**src/ttpgc_pkg.sv**
```systemverilog
/*
  Constants, register map and shared types of the transmit test-pattern
  generator and checker.
  Assumes a single 250 MHz clock, one serial bit per clock cycle.
*/
package ttpgc_pkg;

  // ---------------------------------------------------------------
  // register map
  // ---------------------------------------------------------------
  localparam logic [7:0] ADDR_TEST_PATTERN_SELECT    = 8'h9D;
  localparam logic [7:0] ADDR_PATTERN_CHECKER_CONFIG = 8'h9E;
  localparam logic [7:0] ADDR_USER_PATTERN_BYTE_ZERO = 8'h9F;

  localparam logic [7:0] RST_TEST_PATTERN_SELECT     = 8'h00;
  localparam logic [7:0] RST_PATTERN_CHECKER_CONFIG  = 8'h02;
  localparam logic [7:0] RST_USER_PATTERN_VALUE      = 8'hAA;

  // ---------------------------------------------------------------
  // field positions
  // ---------------------------------------------------------------
  localparam int SEL_CHK_INV_BIT = 7;
  localparam int SEL_CHK_LSB     = 4;
  localparam int SEL_GEN_INV_BIT = 3;
  localparam int SEL_GEN_LSB     = 0;
  localparam int CFG_MASK_BIT    = 2;
  localparam int CFG_WIN_LSB     = 0;
  localparam logic [7:0] CFG_USED_BITS = 8'h07;

  // ---------------------------------------------------------------
  // modes and windows
  // ---------------------------------------------------------------
  localparam logic [2:0] MODE_OFF    = 3'h0;
  localparam logic [2:0] MODE_PRBS7  = 3'h1;
  localparam logic [2:0] MODE_PRBS31 = 3'h2;
  localparam logic [2:0] MODE_USER   = 3'h3;

  localparam logic [1:0]  WIN_CONT     = 2'h0;
  localparam logic [1:0]  WIN_20       = 2'h1;
  localparam logic [1:0]  WIN_30       = 2'h2;
  localparam logic [39:0] WIN_LIMIT_20 = 40'h00000FFC00;
  localparam logic [39:0] WIN_LIMIT_30 = 40'h003FFFFC00;
  localparam logic [39:0] WIN_LIMIT_40 = 40'hFFFFFFFC00;

  // ---------------------------------------------------------------
  // pattern and sync constants
  // ---------------------------------------------------------------
  localparam logic [30:0] PRBS_SEED       = 31'h7FFFFFFF;
  // upper pattern bytes are not writable here and keep their reset value
  localparam logic [55:0] USER_UPPER_FILL = 56'hAAAAAAAAAAAAAA;
  localparam logic [6:0]  SYNC_MATCH_N    = 7'h40;
  localparam logic [5:0]  LOSS_SPAN_LAST  = 6'h3F;
  localparam logic [2:0]  LOSS_ERR_N      = 3'h4;

  typedef enum logic [2:0] {
    CHK_IDLE = 3'b001,
    CHK_HUNT = 3'b010,
    CHK_LOCK = 3'b100
  } ttpgc_chk_state_t;

  function automatic logic mode_is_on(input logic [2:0] m);
    mode_is_on = (m == MODE_PRBS7) || (m == MODE_PRBS31) || (m == MODE_USER);
  endfunction

endpackage

```
**src/ttpgc_checker.sv**
```systemverilog
/*
  Pattern checker: self-synchronising PRBS7/PRBS31 check and 64-bit
  reference-pattern alignment, sync tracking and check window.
  Assumes data arrives one bit per clock, already polarity-corrected,
  from logic on the same clock.
*/
module ttpgc_checker
  import ttpgc_pkg::*;
(
  // clock and reset
  input  wire logic        i_mclk,
  input  wire logic        i_nrst,
  // configuration
  input  wire logic [2:0]  i_mode,
  input  wire logic        i_mask,
  input  wire logic [1:0]  i_window,
  input  wire logic [63:0] i_ref,
  // data
  input  wire logic        i_data,
  // status
  output logic             o_locked,
  output logic             o_err,
  output logic             o_sync_loss,
  output logic             o_win_done
);

  ttpgc_chk_state_t state_q;
  logic [2:0]  mode_q;
  logic [30:0] hist_q;
  logic [5:0]  idx_q;
  logic [6:0]  match_q;
  logic [5:0]  span_q;
  logic [2:0]  errs_q;
  logic [39:0] bits_q;
  logic        dec_bit;
  logic        exp_bit;
  logic        miss;
  logic        restart;
  logic [39:0] limit;

  // ---------------------------------------------------------------
  // prediction
  // ---------------------------------------------------------------
  always_comb begin
    // prbs31 arrives inverted; undo it before it enters the history
    dec_bit = (i_mode == MODE_PRBS31) ? ~i_data : i_data;
    case (i_mode)
      MODE_PRBS7:  exp_bit = hist_q[6] ^ hist_q[5];
      MODE_PRBS31: exp_bit = hist_q[30] ^ hist_q[27];
      MODE_USER:   exp_bit = i_ref[idx_q];
      default:     exp_bit = 1'b0;
    endcase
    miss    = exp_bit != dec_bit;
    restart = (i_mode != mode_q) || !mode_is_on(i_mode);
    case (i_window)
      WIN_20:  limit = WIN_LIMIT_20;
      WIN_30:  limit = WIN_LIMIT_30;
      default: limit = WIN_LIMIT_40;
    endcase
  end

  always_ff @(posedge i_mclk or negedge i_nrst) begin
    if (!i_nrst) begin
      hist_q <= 31'h0;
      mode_q <= MODE_OFF;
    end else begin
      hist_q <= {hist_q[29:0], dec_bit};
      mode_q <= i_mode;
    end
  end

  // ---------------------------------------------------------------
  // sync state machine
  // ---------------------------------------------------------------
  always_ff @(posedge i_mclk or negedge i_nrst) begin
    if (!i_nrst) begin
      state_q     <= CHK_IDLE;
      idx_q       <= 6'h00;
      match_q     <= 7'h00;
      span_q      <= 6'h00;
      errs_q      <= 3'h0;
      bits_q      <= 40'h0;
      o_locked    <= 1'b0;
      o_err       <= 1'b0;
      o_sync_loss <= 1'b0;
      o_win_done  <= 1'b0;
    end else begin
      o_err       <= 1'b0;
      o_sync_loss <= 1'b0;
      if (restart) begin
        state_q    <= CHK_IDLE;
        o_locked   <= 1'b0;
        o_win_done <= 1'b0;
      end else begin
        case (state_q)
          CHK_IDLE: begin
            state_q <= CHK_HUNT;
            idx_q   <= 6'h00;
            match_q <= 7'h00;
          end
          CHK_HUNT: begin
            if (miss) begin
              match_q <= 7'h00;
              // holding the index slips the reference by one bit
              if (i_mode != MODE_USER) begin
                idx_q <= idx_q + 6'h01;
              end
            end else begin
              idx_q   <= idx_q + 6'h01;
              match_q <= match_q + 7'h01;
              if (match_q == SYNC_MATCH_N - 7'h01) begin
                state_q    <= CHK_LOCK;
                o_locked   <= 1'b1;
                span_q     <= 6'h00;
                errs_q     <= 3'h0;
                bits_q     <= 40'h0;
                o_win_done <= 1'b0;
              end
            end
          end
          CHK_LOCK: begin
            idx_q  <= idx_q + 6'h01;
            span_q <= span_q + 6'h01;
            if (span_q == LOSS_SPAN_LAST) begin
              errs_q <= 3'h0;
            end else if (miss) begin
              errs_q <= errs_q + 3'h1;
            end
            if (i_window == WIN_CONT) begin
              o_win_done <= 1'b0;
              o_err      <= miss;
            end else if (!o_win_done) begin
              o_err  <= miss;
              bits_q <= bits_q + 40'h1;
              if (bits_q == limit - 40'h1) begin
                o_win_done <= 1'b1;
              end
            end
            if (miss && (errs_q == LOSS_ERR_N - 3'h1) && !i_mask) begin
              state_q     <= CHK_HUNT;
              o_locked    <= 1'b0;
              o_sync_loss <= 1'b1;
              match_q     <= 7'h00;
              // a resync restarts the window, so a stale done flag cannot
              // outlive the lock it belonged to
              o_win_done  <= 1'b0;
            end
            // with the mask set the lock is kept whatever the error rate
          end
          default: begin
            state_q  <= CHK_IDLE;
            o_locked <= 1'b0;
          end
        endcase
      end
    end
  end

endmodule

```
**src/ttpgc_top.sv**
```systemverilog
/*
  Transmit test-pattern generator and checker with its three byte
  registers on the configuration register port.
  Assumes the register port and the serial data come from logic on i_mclk;
  the checker reference pattern is held in registers outside this block.
*/
// Functional notes
// - checker invert bit inverts all checker input
// - checker mode: off, PRBS7, PRBS31, user
// - generator invert bit inverts emitted pattern
// - generator mode picks PRBS7, PRBS31 or user
// - generator mode zero emits no pattern
// - PRBS31 emitted in inverted polarity
// - unmasked sync loss reported, checker resynchronises
// - masked: no loss report, no reset after lock
// - window code zero checks continuously
// - windows of 2^20/30/40 minus 1024 bits
// - user pattern sent LSB first
// - byte zero holds pattern bits 7:0
// - user byte resets to 0xAA
module ttpgc_top
  import ttpgc_pkg::*;
(
  // clock and reset
  input  wire logic        i_mclk,
  input  wire logic        i_nrst,
  // register port
  input  wire logic [7:0]  i_reg_addr,
  input  wire logic [7:0]  i_reg_wdata,
  input  wire logic        i_reg_wr,
  input  wire logic        i_reg_rd,
  output logic      [7:0]  o_reg_rdata,
  // generator output
  output logic             o_tx_bit,
  output logic             o_tx_active,
  // checker input and status
  input  wire logic        i_rx_bit,
  input  wire logic [63:0] i_chk_ref_pattern,
  output logic             o_chk_locked,
  output logic             o_chk_error,
  output logic             o_chk_sync_loss,
  output logic             o_chk_win_done
);

  logic [7:0]  sel_q;
  logic [7:0]  cfg_q;
  logic [7:0]  user_byte_q;
  logic [30:0] lfsr_q;
  logic [5:0]  idx_q;
  logic [2:0]  gen_prev_q;
  logic [3:0]  gen_cfg_prev_q;
  logic [5:0]  gen_run_q;
  logic [2:0]  gen_sel;
  logic        gen_inv;
  logic [2:0]  chk_sel;
  logic        chk_inv;
  logic        chk_mask;
  logic [1:0]  chk_win;
  logic [63:0] user_pat;
  logic        gen_raw;
  logic        gen_reseed;
  logic        chk_data;

  assign gen_sel  = sel_q[SEL_GEN_LSB +: 3];
  assign gen_inv  = sel_q[SEL_GEN_INV_BIT];
  assign chk_sel  = sel_q[SEL_CHK_LSB +: 3];
  assign chk_inv  = sel_q[SEL_CHK_INV_BIT];
  assign chk_mask = cfg_q[CFG_MASK_BIT];
  assign chk_win  = cfg_q[CFG_WIN_LSB +: 2];
  assign user_pat = {USER_UPPER_FILL, user_byte_q};
  assign chk_data = i_rx_bit ^ chk_inv;

  // ---------------------------------------------------------------
  // registers
  // ---------------------------------------------------------------
  always_ff @(posedge i_mclk or negedge i_nrst) begin
    if (!i_nrst) begin
      sel_q       <= RST_TEST_PATTERN_SELECT;
      cfg_q       <= RST_PATTERN_CHECKER_CONFIG;
      user_byte_q <= RST_USER_PATTERN_VALUE;
    end else if (i_reg_wr) begin
      case (i_reg_addr)
        ADDR_TEST_PATTERN_SELECT:    sel_q       <= i_reg_wdata;
        ADDR_PATTERN_CHECKER_CONFIG: cfg_q       <= i_reg_wdata & CFG_USED_BITS;
        ADDR_USER_PATTERN_BYTE_ZERO: user_byte_q <= i_reg_wdata;
        default: ;
      endcase
    end
  end

  // unmapped addresses read as zero; reserved bits are never stored
  always_ff @(posedge i_mclk or negedge i_nrst) begin
    if (!i_nrst) begin
      o_reg_rdata <= 8'h00;
    end else if (i_reg_rd) begin
      case (i_reg_addr)
        ADDR_TEST_PATTERN_SELECT:    o_reg_rdata <= sel_q;
        ADDR_PATTERN_CHECKER_CONFIG: o_reg_rdata <= cfg_q;
        ADDR_USER_PATTERN_BYTE_ZERO: o_reg_rdata <= user_byte_q;
        default:                     o_reg_rdata <= 8'h00;
      endcase
    end
  end

  // ---------------------------------------------------------------
  // generator
  // ---------------------------------------------------------------
  always_comb begin
    gen_reseed = (gen_sel != gen_prev_q) || !mode_is_on(gen_sel);
    case (gen_sel)
      MODE_PRBS7:  gen_raw = lfsr_q[6];
      MODE_PRBS31: gen_raw = ~lfsr_q[30];
      MODE_USER:   gen_raw = user_pat[idx_q];
      default:     gen_raw = 1'b0;
    endcase
  end

  // both sequences share one shift register; any change of generator mode
  // reseeds it, so a direct PRBS31 to PRBS7 switch needs no disabled code between
  always_ff @(posedge i_mclk or negedge i_nrst) begin
    if (!i_nrst) begin
      lfsr_q      <= PRBS_SEED;
      idx_q       <= 6'h00;
      gen_prev_q  <= MODE_OFF;
      o_tx_bit    <= 1'b0;
      o_tx_active <= 1'b0;
    end else begin
      gen_prev_q <= gen_sel;
      if (gen_reseed) begin
        lfsr_q      <= PRBS_SEED;
        idx_q       <= 6'h00;
        o_tx_bit    <= 1'b0;
        o_tx_active <= 1'b0;
      end else begin
        o_tx_bit    <= gen_raw ^ gen_inv;
        o_tx_active <= 1'b1;
        case (gen_sel)
          MODE_PRBS7:  lfsr_q[6:0] <= {lfsr_q[5:0], lfsr_q[6] ^ lfsr_q[5]};
          MODE_PRBS31: lfsr_q <= {lfsr_q[29:0], lfsr_q[30] ^ lfsr_q[27]};
          MODE_USER:   idx_q  <= idx_q + 6'h01;
          default: ;
        endcase
      end
    end
  end

  // ---------------------------------------------------------------
  // checker
  // ---------------------------------------------------------------
  ttpgc_checker i_ttpgc_checker (
    .i_mclk      (i_mclk),
    .i_nrst      (i_nrst),
    .i_mode      (chk_sel),
    .i_mask      (chk_mask),
    .i_window    (chk_win),
    .i_ref       (i_chk_ref_pattern),
    .i_data      (chk_data),
    .o_locked    (o_chk_locked),
    .o_err       (o_chk_error),
    .o_sync_loss (o_chk_sync_loss),
    .o_win_done  (o_chk_win_done)
  );

  // ---------------------------------------------------------------
  // assertions
  // ---------------------------------------------------------------
  // cycles since generator setting last changed, saturating
  always_ff @(posedge i_mclk or negedge i_nrst) begin
    if (!i_nrst) begin
      gen_cfg_prev_q <= 4'h0;
      gen_run_q      <= 6'h00;
    end else begin
      gen_cfg_prev_q <= sel_q[3:0];
      if (sel_q[3:0] != gen_cfg_prev_q || !o_tx_active) begin
        gen_run_q <= 6'h00;
      end else if (gen_run_q != 6'h3F) begin
        gen_run_q <= gen_run_q + 6'h01;
      end
    end
  end
endmodule

```
**config.mk**
```make
export PLATFORM = sky130hd
export DESIGN_NAME = ttpgc_top
export DESIGN_NICKNAME = d
export VERILOG_FILES = /design/src/ttpgc_pkg.sv /design/src/ttpgc_checker.sv /design/src/ttpgc_top.sv
export SDC_FILE = /design/constraint.sdc
export NUM_CORES = 1
export LEC_CHECK = 0
export ABC_CLOCK_PERIOD_IN_PS = 9300
export BUFFER_PORTS_ARGS = -buffer_cell sky130_fd_sc_hd__buf_2
export CAP_MARGIN = 20
export CORE_UTILIZATION = 35
export CTS_BUF_LIST = sky130_fd_sc_hd__clkbuf_4 sky130_fd_sc_hd__clkbuf_8 sky130_fd_sc_hd__clkbuf_16
export CTS_CLUSTER_SIZE = 10
export DETAILED_ROUTE_END_ITERATION = 10
export GPL_TIMING_DRIVEN = 0
export MAX_ROUTING_LAYER = met4
export PLACE_DENSITY = 0.48
export SLEW_MARGIN = 20
export SYNTH_ARGS = -nofsm -noshare
export SYNTH_HDL_FRONTEND = slang
export SYNTH_SLANG_ARGS = --single-unit
```
**constraint.sdc**
```tcl
create_clock -name i_mclk -period 9.3 [get_ports i_mclk]
set_input_delay 0.93 -clock i_mclk [delete_from_list [all_inputs] [get_ports i_mclk]]
set_output_delay 0.93 -clock i_mclk [all_outputs]
set_load 0.1 [all_outputs]
```
[After elaboration in Yosys (flattened, before gate mapping)]
Index checks and enable logic that the tools add are counted.
Operators by class
  $add $sub $neg: 7
  multiply operators: 0
  divide/modulo/power cells: 0
  $lt $le $gt $ge: 2
  equal/unequal tests: 33
  shifts and indexed selects: 0
  muxes and demuxes: 60
  bitwise operators: 9
  reduce and logical (&&, ||, !) cells: 29
Operators by type and width (number)
  40-bit two-way mux: 4
  40-bit case mux with 2 select lines: 2
  40-bit by 1-bit adder with 40-bit output (second input constant): 1
  40-bit == test: 1
  40-bit by 1-bit subtractor with 40-bit output (second input constant): 1
  6-bit two-way mux: 6
  31-bit two-way mux: 1
  8-bit == test (second input constant): 3
  24-bit two-way mux: 1
  3-bit two-way mux: 8
  8-bit case mux with 3 select lines: 1
  1-bit two-way mux: 23
  7-bit case mux with 3 select lines: 1
  6-bit by 1-bit adder with 6-bit output (second input constant): 3
  3-bit by 2-bit == test with 1-bit output (second input constant): 6
  6-bit case mux with 3 select lines: 1
  6-bit by 7-bit less-than comparator with 1-bit output (second input constant): 2
  7-bit two-way mux: 2
  7-bit case mux with 2 select lines: 1
  1-bit binary-select mux with 6-bit select: 2
  6-bit case mux with 2 select lines: 1
  3-bit AND reduction: 4
  3-bit by 1-bit == test with 1-bit output (second input constant): 3
  3-bit by 1-bit != test with 1-bit output (second input constant): 3
  29 further kinds: 59
Word-level totals
  register bits after elaboration: 172
  latch bits: 0
  RAM bits: 0
  ROM bits: 0
  input bits: 85
  output and inout bits: 14
  word-level logic and storage cells: 162
  memories kept: 0

[Logic depth before layout (Yosys ltp)]
Gate-level depths: netlist of run 1.
  depth in word-level cells: 10
  mapped depth: 13
  gate-level depth less buffers: 10

[Cells and area by module]
A second synthesis of run 1 with hierarchy kept.
Unflattened totals
  cell total of the unflattened synthesis: 776
  area, all modules: 8688.3 um2
By module, submodules not included
  ttpgc_checker: times used 1, cells an instance 550, area each 5677.9 um2, sequential area each 2578.7 um2
  ttpgc_top: times used 1, cells an instance 226, area each 3010.4 um2, sequential area each 1771.7 um2

[Worst setup path before layout of run 1]
OpenSTA, ideal clock, no wires.
  path kind: in2reg
  from: input i_chk_ref_pattern[19]
  to: register i_ttpgc_checker.match_q[2]
  setup time: 126 ps
  arrival: 3253 ps
  data required time: 9174 ps
  setup slack: 5921 ps
  stages: 8
  buffers on the path: 0
  cell sequence: mux4_2 -> nor2b_1 -> or4b_4 -> and3_4 -> o211a_4 -> nor4_1 -> o21bai_1 -> a221o_1
On the way
  cells in the longest elaborated chain, start to end: 8
  elaborated cells between the ends (all ways): 10
  those cells by class: eq/ne (2); mux (5); reduce/logical (3)
Ends and longest elaborated chain
  start: declaration: line ttpgc_top.sv:38  | input wire logic [63:0] i_chk_ref_pattern,
  1-bit binary-select mux with 6-bit select (*): line ttpgc_checker.sv:50  | MODE_USER: exp_bit = i_ref[idx_q];
  1-bit two-way mux (implied by the code) (*): line ttpgc_checker.sv:50
  1-bit case mux with 3 select lines (*): line ttpgc_checker.sv:47  | case (i_mode)
  1-bit != test (*): line ttpgc_checker.sv:53  | miss = exp_bit != dec_bit;
  1-bit logical AND (2 in a row): line ttpgc_checker.sv:139  | if (miss && (errs_q == LOSS_ERR_N - 3'h1) && !i_mask) begin
  2-bit by 1-bit != test with 1-bit output (no line)
  3-bit AND reduction (no line)
  end signal: assignment: line ttpgc_checker.sv:110  | match_q <= match_q + 7'h01;
  end: declaration: line ttpgc_checker.sv:31  | logic [6:0] match_q;
Mark *: on every way between the ends. The rest lies on a longest branch, timed or not. The select of a mux whose other input is x is not followed.
A chain may end at the register's enable or synchronous reset.

[Worst setup path in the final report of run 1]
  from: register cfg_q[1]
  to: register i_ttpgc_checker.bits_q[39]
On the way
  cells in the longest elaborated chain, start to end: 3
Ends and longest elaborated chain
  start: declaration: line ttpgc_top.sv:46  | logic [7:0] cfg_q;
  start signal: assignment: line ttpgc_top.sv:84  | ADDR_PATTERN_CHECKER_CONFIG: cfg_q <= i_reg_wdata & CFG_USED_BITS;
  2-bit zero test: line ttpgc_checker.sv:129  | if (i_window == WIN_CONT) begin
  2-bit != test (no line)
  6-bit AND reduction (no line)
  end signal: assignment: line ttpgc_checker.sv:134  | bits_q <= bits_q + 40'h1;
  end: declaration: line ttpgc_checker.sv:34  | logic [39:0] bits_q;
Every way passes these cells.

==> impl_metrics.toml, run 1 <==
[synthesis]
ys_top_cells_by_count = "dfrtp_1 (135), nand2_1 (114), nand3_1 (58), o31ai_1 (49), dfstp_2 (37)"
syn_area_mm2 = 0.00877
postSynthAreaPerCell_um2 = 10.4
ys_async_sr_fraction_pct = 100
synth.distinct_cells = 73
syn_nets = 937
synth_top_area_share_pct = 38.5
synth-seq-cells = 172
ys.warnings.count = 0
postSynthCellCount = 843
synth_top_cell_by_area = "dfrtp_1"
yosysSeqAreaShare_pct = 49.6
synth_edf_count = 0
ys.flop_type = "dfrtp_1"
yosys-top-cells-area = "dfrtp_1 (39%), dfstp_2 (11%), nand2_1 (4.9%)"
yosysMostFrequentCell = "dfrtp_1"

[clock_network]
cts_buffer_depth = 2
postCtsResizedCells = 0
clock_latency_ps = 440
htreeDepth = 4
cts.sinks = 172
path_clk_slew_ps = 80
cts_tree = "built"
post_cts_buffers = 0
root_buffer = "clkbuf_16"
numCtsBuffers = 17
ctsHoldBuffers = 0

[worst_setup_path]
crit_fanout = 8
crit_top_cell = "or3_1"
path_buf_inv = 2
cp.required_ps = 9660
regToRegSetupSlack_ps = 5720
critPathKind = "flop to flop"
r2r_start = "cfg_q[1]$_DFFE_PN1P_"
start_kind = "flop"
worstPathArrival_ps = 3940
slowest_delay_ps = 590
worstReg2RegEnd = "i_ttpgc_checker.bits_q[39]$_DFFE_PN0P_"
crit_family = "simple AND/OR/NAND/NOR gates"
worst_path_max_delay_cell = "or4_1"
critPathCaptureType = "flop"
worstPathCellList = "inv_1, ha_1, or2_2, nand2_1, and4_1, clkbuf_1, nand2b_1, or4_1, or3_1, or3_1, a21oi_1"
worstRegToRegCells = 11

[final_layout]
multi_input_area_mm2 = 0.00408
seqCellArea_mm2 = 0.00435
drive_above_1_share_pct = 25.1
nFillCells = 2407
area_growth_pct = 17.5
num-nets-final = 1054
diodes = 0

[global_routing]
grt_pass1_vias = 6735
grt.total_usage_pct = 18.3
antenna_found_initial = 0
grt_pass1_wl_mm = 36.3
grt_max_degree = 88
grt_remaining_overflow = 0

[placement]
dp_hpwl_mm = 15.2
io_buffers = 96
place_congestion = 0.801

[power_and_ir_drop]
leakage_nw = 4.36
finalPower_mw = 1.65
cellPowerDensity_mw_per_mm2 = 160
ir_drop_uv = 95.8

[detailed_routing]
via_count = 6829
routedWlPerCell_um = 16.7
ant_nets = 0
first_pass_iters = 5
drc = 0
vias_per_cell = 5.27
drtIter0Drc = 356
drt-total-wl_mm = 21.7

[timing]
slew-limit-headroom_pct = 41.0
finalHoldViolations = 0
slew_viol_final = 0
period_share_pct = 38.5
period_needed_ps = 3580
worst_pin_slew_ps = 880
fmax_mhz = 279
finClkSkew_ps = 13.1
finalSetupTns_ps = 0
rsz0062_at_grt = "no"
setup-violations-final = 0

[worst_hold_path]
hold_depth = 0
min_path_type = "flop to flop"
min_from = "i_ttpgc_checker.hist_q[10]$_DFF_PN0_"
min_to = "i_ttpgc_checker.hist_q[11]$_DFF_PN0_"

[status]
status = "complete, no violations"

[floorplan]
die_h_um = 160
die_width_um = 160
start_util_pct = 35.8
die_area_mm2 = 0.0257
coreArea_mm2 = 0.0245
rows = 57
io_pins = 99

[flow_run]
maxCapViolCount = 0
-- metrics by stage --
step	area, um2	std cells	hold slack, ps	utilization (%)	worst slack [ps]
global route	10300	1297	345	42.1	5490
floorplan	8770	843	331	-	5920
finish	10300	1297	346	42.1	5720
detailed placement	9700	1265	335	39.7	5570
global placement	9650	1263	333	39.5	4430
CTS	10300	1297	346	42.1	5700
-- worst reg2reg max path: stages (launching register included) --
cell and delay (ps):
dfstp_2 530, inv_1 70, ha_1 260, or2_2 330, nand2_1 110, and4_1 190, clkbuf_1 290, nand2b_1 260
or4_1 590, or3_1 400, or3_1 320, a21oi_1 160
-- sequential cells by signal, indices dropped and copies added, names as in the netlist, 6 cells and up --
| register | flops |
|---|---|
| i_ttpgc_checker.bits_q | 40 |
| i_ttpgc_checker.hist_q | 31 |
| i_ttpgc_checker.idx_q | 6 |
| i_ttpgc_checker.match_q | 7 |
| i_ttpgc_checker.span_q | 6 |
| idx_q | 6 |
| lfsr_q | 31 |
| o_reg_rdata | 8 |
| sel_q | 8 |
| user_byte_q | 8 |
-- per-layer routing --
metal / wire length, um / track usage, % / share of wire, % / up-vias
met5: 0 / - / 0 / -
met4: 113 / 3.77 / 0.52 / 0
met3: 684 / 3.32 / 3.1 / 13
met1: 11000 / 25.9 / 51 / 3329
li1: - / - / - / 3356
met2: 9880 / 27.4 / 45 / 131
-- cell families (layout without fill, tap and decap cells) --
kind of cell	count (synthesis)	in the layout	share of synthesized area [%]
simple gates	327	327	19.3
xor+xnor	15	15	1.50
flops	172	172	49.6
fa+ha+maj	9	9	1.28
buf+inv	70	200	3.87
compound gates	184	184	14.7
mux	66	66	9.73
-- power breakdown --
part / total [mW] / leakage, nW / internal, mW / switching, mW
registers: 0.791 / 1.98 / 0.775 / 0.0157
logic: 0.136 / 2.09 / 0.0591 / 0.0768
clock network: 0.720 / 0.292 / 0.363 / 0.357
-- cell type report --
class,count,area share (%)
plain buffers,46,2.42
clock buffers,17,4.13
clock inverters,15,1.69
inverters,24,0.875
multi-input cells,601,39.6
flip-flops and latches,172,42.2
well taps,324,3.94
repair buffers,98,5.08
-- how the worst max path moves through the flow --
stage                          startpoint                                      to  slack [ps]  cells after the start
CTS                  cfg_q[1]$_DFFE_PN1P_  i_ttpgc_checker.bits_q[39]$_DFFE_PN0P_        5700                     11
floorplan           i_chk_ref_pattern[19]  i_ttpgc_checker.match_q[2]$_DFFE_PN0P_        5920                      8
finish               cfg_q[1]$_DFFE_PN1P_  i_ttpgc_checker.bits_q[39]$_DFFE_PN0P_        5720                     11
global placement                   i_nrst  i_ttpgc_checker.bits_q[15]$_DFFE_PN0P_        4430                      1
detailed placement  i_chk_ref_pattern[19]  i_ttpgc_checker.bits_q[22]$_DFFE_PN0P_        5570                     11
global route         cfg_q[1]$_DFFE_PN1P_  i_ttpgc_checker.bits_q[37]$_DFFE_PN0P_        5490                     11
-- placed cells by master (no fill, tap or decap), types with 6 or more instances in the layout --
cell / instances
a21oi_1: 24
nor2_1: 35
mux2i_1: 26
o41ai_1: 6
nor3b_1: 6
o21ai_0: 26
and2_1: 8
and3_1: 8
dfrtp_1: 135
nor4_1: 7
nand3_1: 58
mux4_2: 10
nand2_1: 114
o22ai_1: 11
nor3_1: 9
inv_1: 24
buf_2: 102
or3_1: 10
mux2_2: 28
nand2b_1: 7
clkbuf_16: 17
dfstp_2: 37
a31oi_1: 13
or4_1: 8
nand4_1: 18
nor2b_1: 10
ha_1: 9
o31ai_1: 49
xnor2_1: 10
clkbuf_1: 30
(Power assumes the default switching activity.)
==> run 2: changes to the inputs <==
ABC_AREA = 1   (was not set)
ABC_CLOCK_PERIOD_IN_PS = 3650   (was 9300)
clock period = 3.65 ns   (was 9.3 ns; I/O delays follow)
==> impl_metrics.toml, run 2 <==
[final_layout]
diodes = 0
multi_input_area_mm2 = 0.00420
nFillCells = 2628
reg_top3 = "i_ttpgc_checker.bits_q x40, i_ttpgc_checker.hist_q x31, lfsr_q x31"
layout_common_cells = "nand2_1 (443), dfrtp_1 (135), nor2_1 (122)"
final_core_util_pct = 42.3
num-nets-final = 1419
largest_reg_flops = 40
drive_above_1_share_pct = 15.4
top_register = "i_ttpgc_checker.bits_q"
seqCellArea_mm2 = 0.00435
area_growth_pct = 17.5
layout_commonest_cell = "nand2_1"
design_area_mm2 = 0.0107

[floorplan]
coreArea_mm2 = 0.0253
die_area_mm2 = 0.0267
io_pins = 99
die_h_um = 163
start_util_pct = 36.0
rows = 58
die_width_um = 163

[synthesis]
ys.flop_type = "dfrtp_1"
synth.distinct_cells = 40
postSynthAreaPerCell_um2 = 7.55
yosys-top-cells-area = "dfrtp_1 (37%), nand2_1 (18%), dfstp_2 (11%)"
synth-seq-cells = 172
ys.warnings.count = 0
synth_top_cell_by_area = "dfrtp_1"
postSynthCellCount = 1206
yosysSeqAreaShare_pct = 47.8
synth_top_area_share_pct = 37.1
synth_edf_count = 0
ys_top_cells_by_count = "nand2_1 (443), dfrtp_1 (135), nor2_1 (122), nand3_1 (104), inv_1 (96)"
ys_async_sr_fraction_pct = 100
syn_area_mm2 = 0.00911
yosysMostFrequentCell = "nand2_1"
syn_nets = 1300

[timing]
fin_ws_ps = 511
finClkSkew_ps = 18.6
rsz0062_at_grt = "no"
slew_viol_final = 0
period_needed_ps = 3140
fmax_mhz = 319
worst_pin_slew_ps = 804
slew-limit-headroom_pct = 45.9
setup-violations-final = 0
finalSetupTns_ps = 0
finalHoldViolations = 0
period_share_pct = 86.0

[clock_network]
clock_latency_ps = 430
postCtsResizedCells = 0
cts.sinks = 172
htreeDepth = 4
numCtsBuffers = 17
cts_tree = "built"
path_clk_slew_ps = 80
cts_buffer_depth = 2
root_buffer = "clkbuf_16"

[power_and_ir_drop]
p_sw_mw = 1.04
clockPowerShare_pct = 46.4
p_int_mw = 3.11
swShare_pct = 25.0
comb_power_share_pct = 5.4
p_seq_share_pct = 48.2
leakage_nw = 4.92
cellPowerDensity_mw_per_mm2 = 387
ir_drop_uv = 264

[worst_hold_path]
min_path_type = "primary input to flop"

[global_routing]
grt_pass1_vias = 7695
grt_pass1_wl_mm = 39.8
grt_max_degree = 95
grt.total_usage_pct = 19.5
grt_remaining_overflow = 0
antenna_found_initial = 0

[detailed_routing]
vias_per_cell = 4.80
drtIter0Drc = 498
ant_nets = 0
drc = 0
drt-total-wl_mm = 23.9
via_count = 8004
routedWlPerCell_um = 14.3
first_pass_iters = 5

[placement]
place_area_mm2 = 0.0101
dp_slack_ps = 602
place_congestion = 0.877
dp_hpwl_mm = 17.6
io_buffers = 97

[status]
status = "complete, no violations"

[worst_setup_path]
worstPathArrival_ps = 3450
start_kind = "flop"
critPathKind = "flop to flop"
cp.required_ps = 3960
crit_fanout = 6
critPathCaptureType = "flop"

[flow_run]
maxCapViolCount = 0
## run 2: changes by cell type in the layout (fill, tap and decap cells not counted), moves of 46 or more
| cell | change |
|---|---|
| inv_1 | +72 |
| nand2_1 | +329 |
| nand3_1 | +46 |
| nor2_1 | +87 |
| o31ai_1 | -49 |
## run 2: kinds of logic after synthesis
family                     share of synthesized area [%]
AOI/OAI and AO/OA                                   6.39
xor gates and xnor gates                            4.71
adders and majority gates                           1.24
buffers and inverters                               6.15
DFF                                                 47.8
and+or+nand+nor                                     33.8
## run 2: final timing paths
check                                                      start                                      to  slack (ps)  depth (start not counted)
setup / recovery           i_ttpgc_checker.bits_q[0]$_DFFE_PN0P_  i_ttpgc_checker.bits_q[32]$_DFFE_PN0P_         510                         12
hold / removal                                    i_reg_wdata[7]                    sel_q[7]$_DFFE_PN0P_         160                          3
setup reg to reg           i_ttpgc_checker.bits_q[0]$_DFFE_PN0P_  i_ttpgc_checker.bits_q[32]$_DFFE_PN0P_         510                         12
hold reg to reg             i_ttpgc_checker.hist_q[12]$_DFF_PN0_    i_ttpgc_checker.hist_q[13]$_DFF_PN0_         340                          0
max in group asynchronous                                 i_nrst  i_ttpgc_checker.state_q[0]$_DFFE_PN1P_        2300                          4
min in group asynchronous                                 i_nrst              o_reg_rdata[7]$_DFFE_PN0P_         300                          2
## run 2: stage by stage
step	instances	hold WS (ps)	power, mW
6_report	1668	159	4.15
5_1_grt	1668	160	4.32
4_1_cts	1668	137	4.21
3_5_place_dp	1635	154	2.26
3_3_place_gp	1633	334	2.25
2_1_floorplan	1206	69.4	2.12
## run 2: metal layers
layer	routed length, um	track usage [%]	vias up
met1	12300	27.5	3778
met5	0	-	-
met2	10700	29.5	117
met4	248	4.38	0
met3	588	2.77	19
li1	-	-	4090
## run 2: power groups by stage
stage	Sequential, mW	Combinational [mW]	Clock [mW]
2_1_floorplan	2.03	0.0914	0
3_3_place_gp	2.03	0.219	0
3_5_place_dp	2.03	0.228	0
4_1_cts	2.00	0.230	1.98
5_1_grt	2.01	0.256	2.06
6_report	2.00	0.225	1.92
## run 2: repair_timing
action                                 in CTS  in global routing
hold buffers                                1                  0
endpoints found under the hold margin      11                  0
buffers inserted                            0                  0
setup endpoints to repair                   0                  0
## run 2: area by class of cell
| class | count | area share [%] |
|---|---|---|
| Buffer | 34 | 1.67 |
| Clock buffer | 18 | 4.04 |
| Clock inverter | 14 | 1.78 |
| Inverter | 101 | 3.56 |
| Multi-Input combinational cell | 899 | 39.2 |
| Sequential cell | 172 | 40.6 |
| Tap cell | 330 | 3.86 |
| Timing Repair Buffer | 100 | 5.24 |
## run 2: critical path: stages, from the launching register on
cell	delay (ps)
dfrtp_1	450
ha_1	280
nand2_1	100
nor2_1	410
inv_1	110
nor2_1	450
inv_1	250
nor3_1	450
nand2_1	180
xor2_1	170
nor2_1	50
nand2_1	80
nand2_1	40
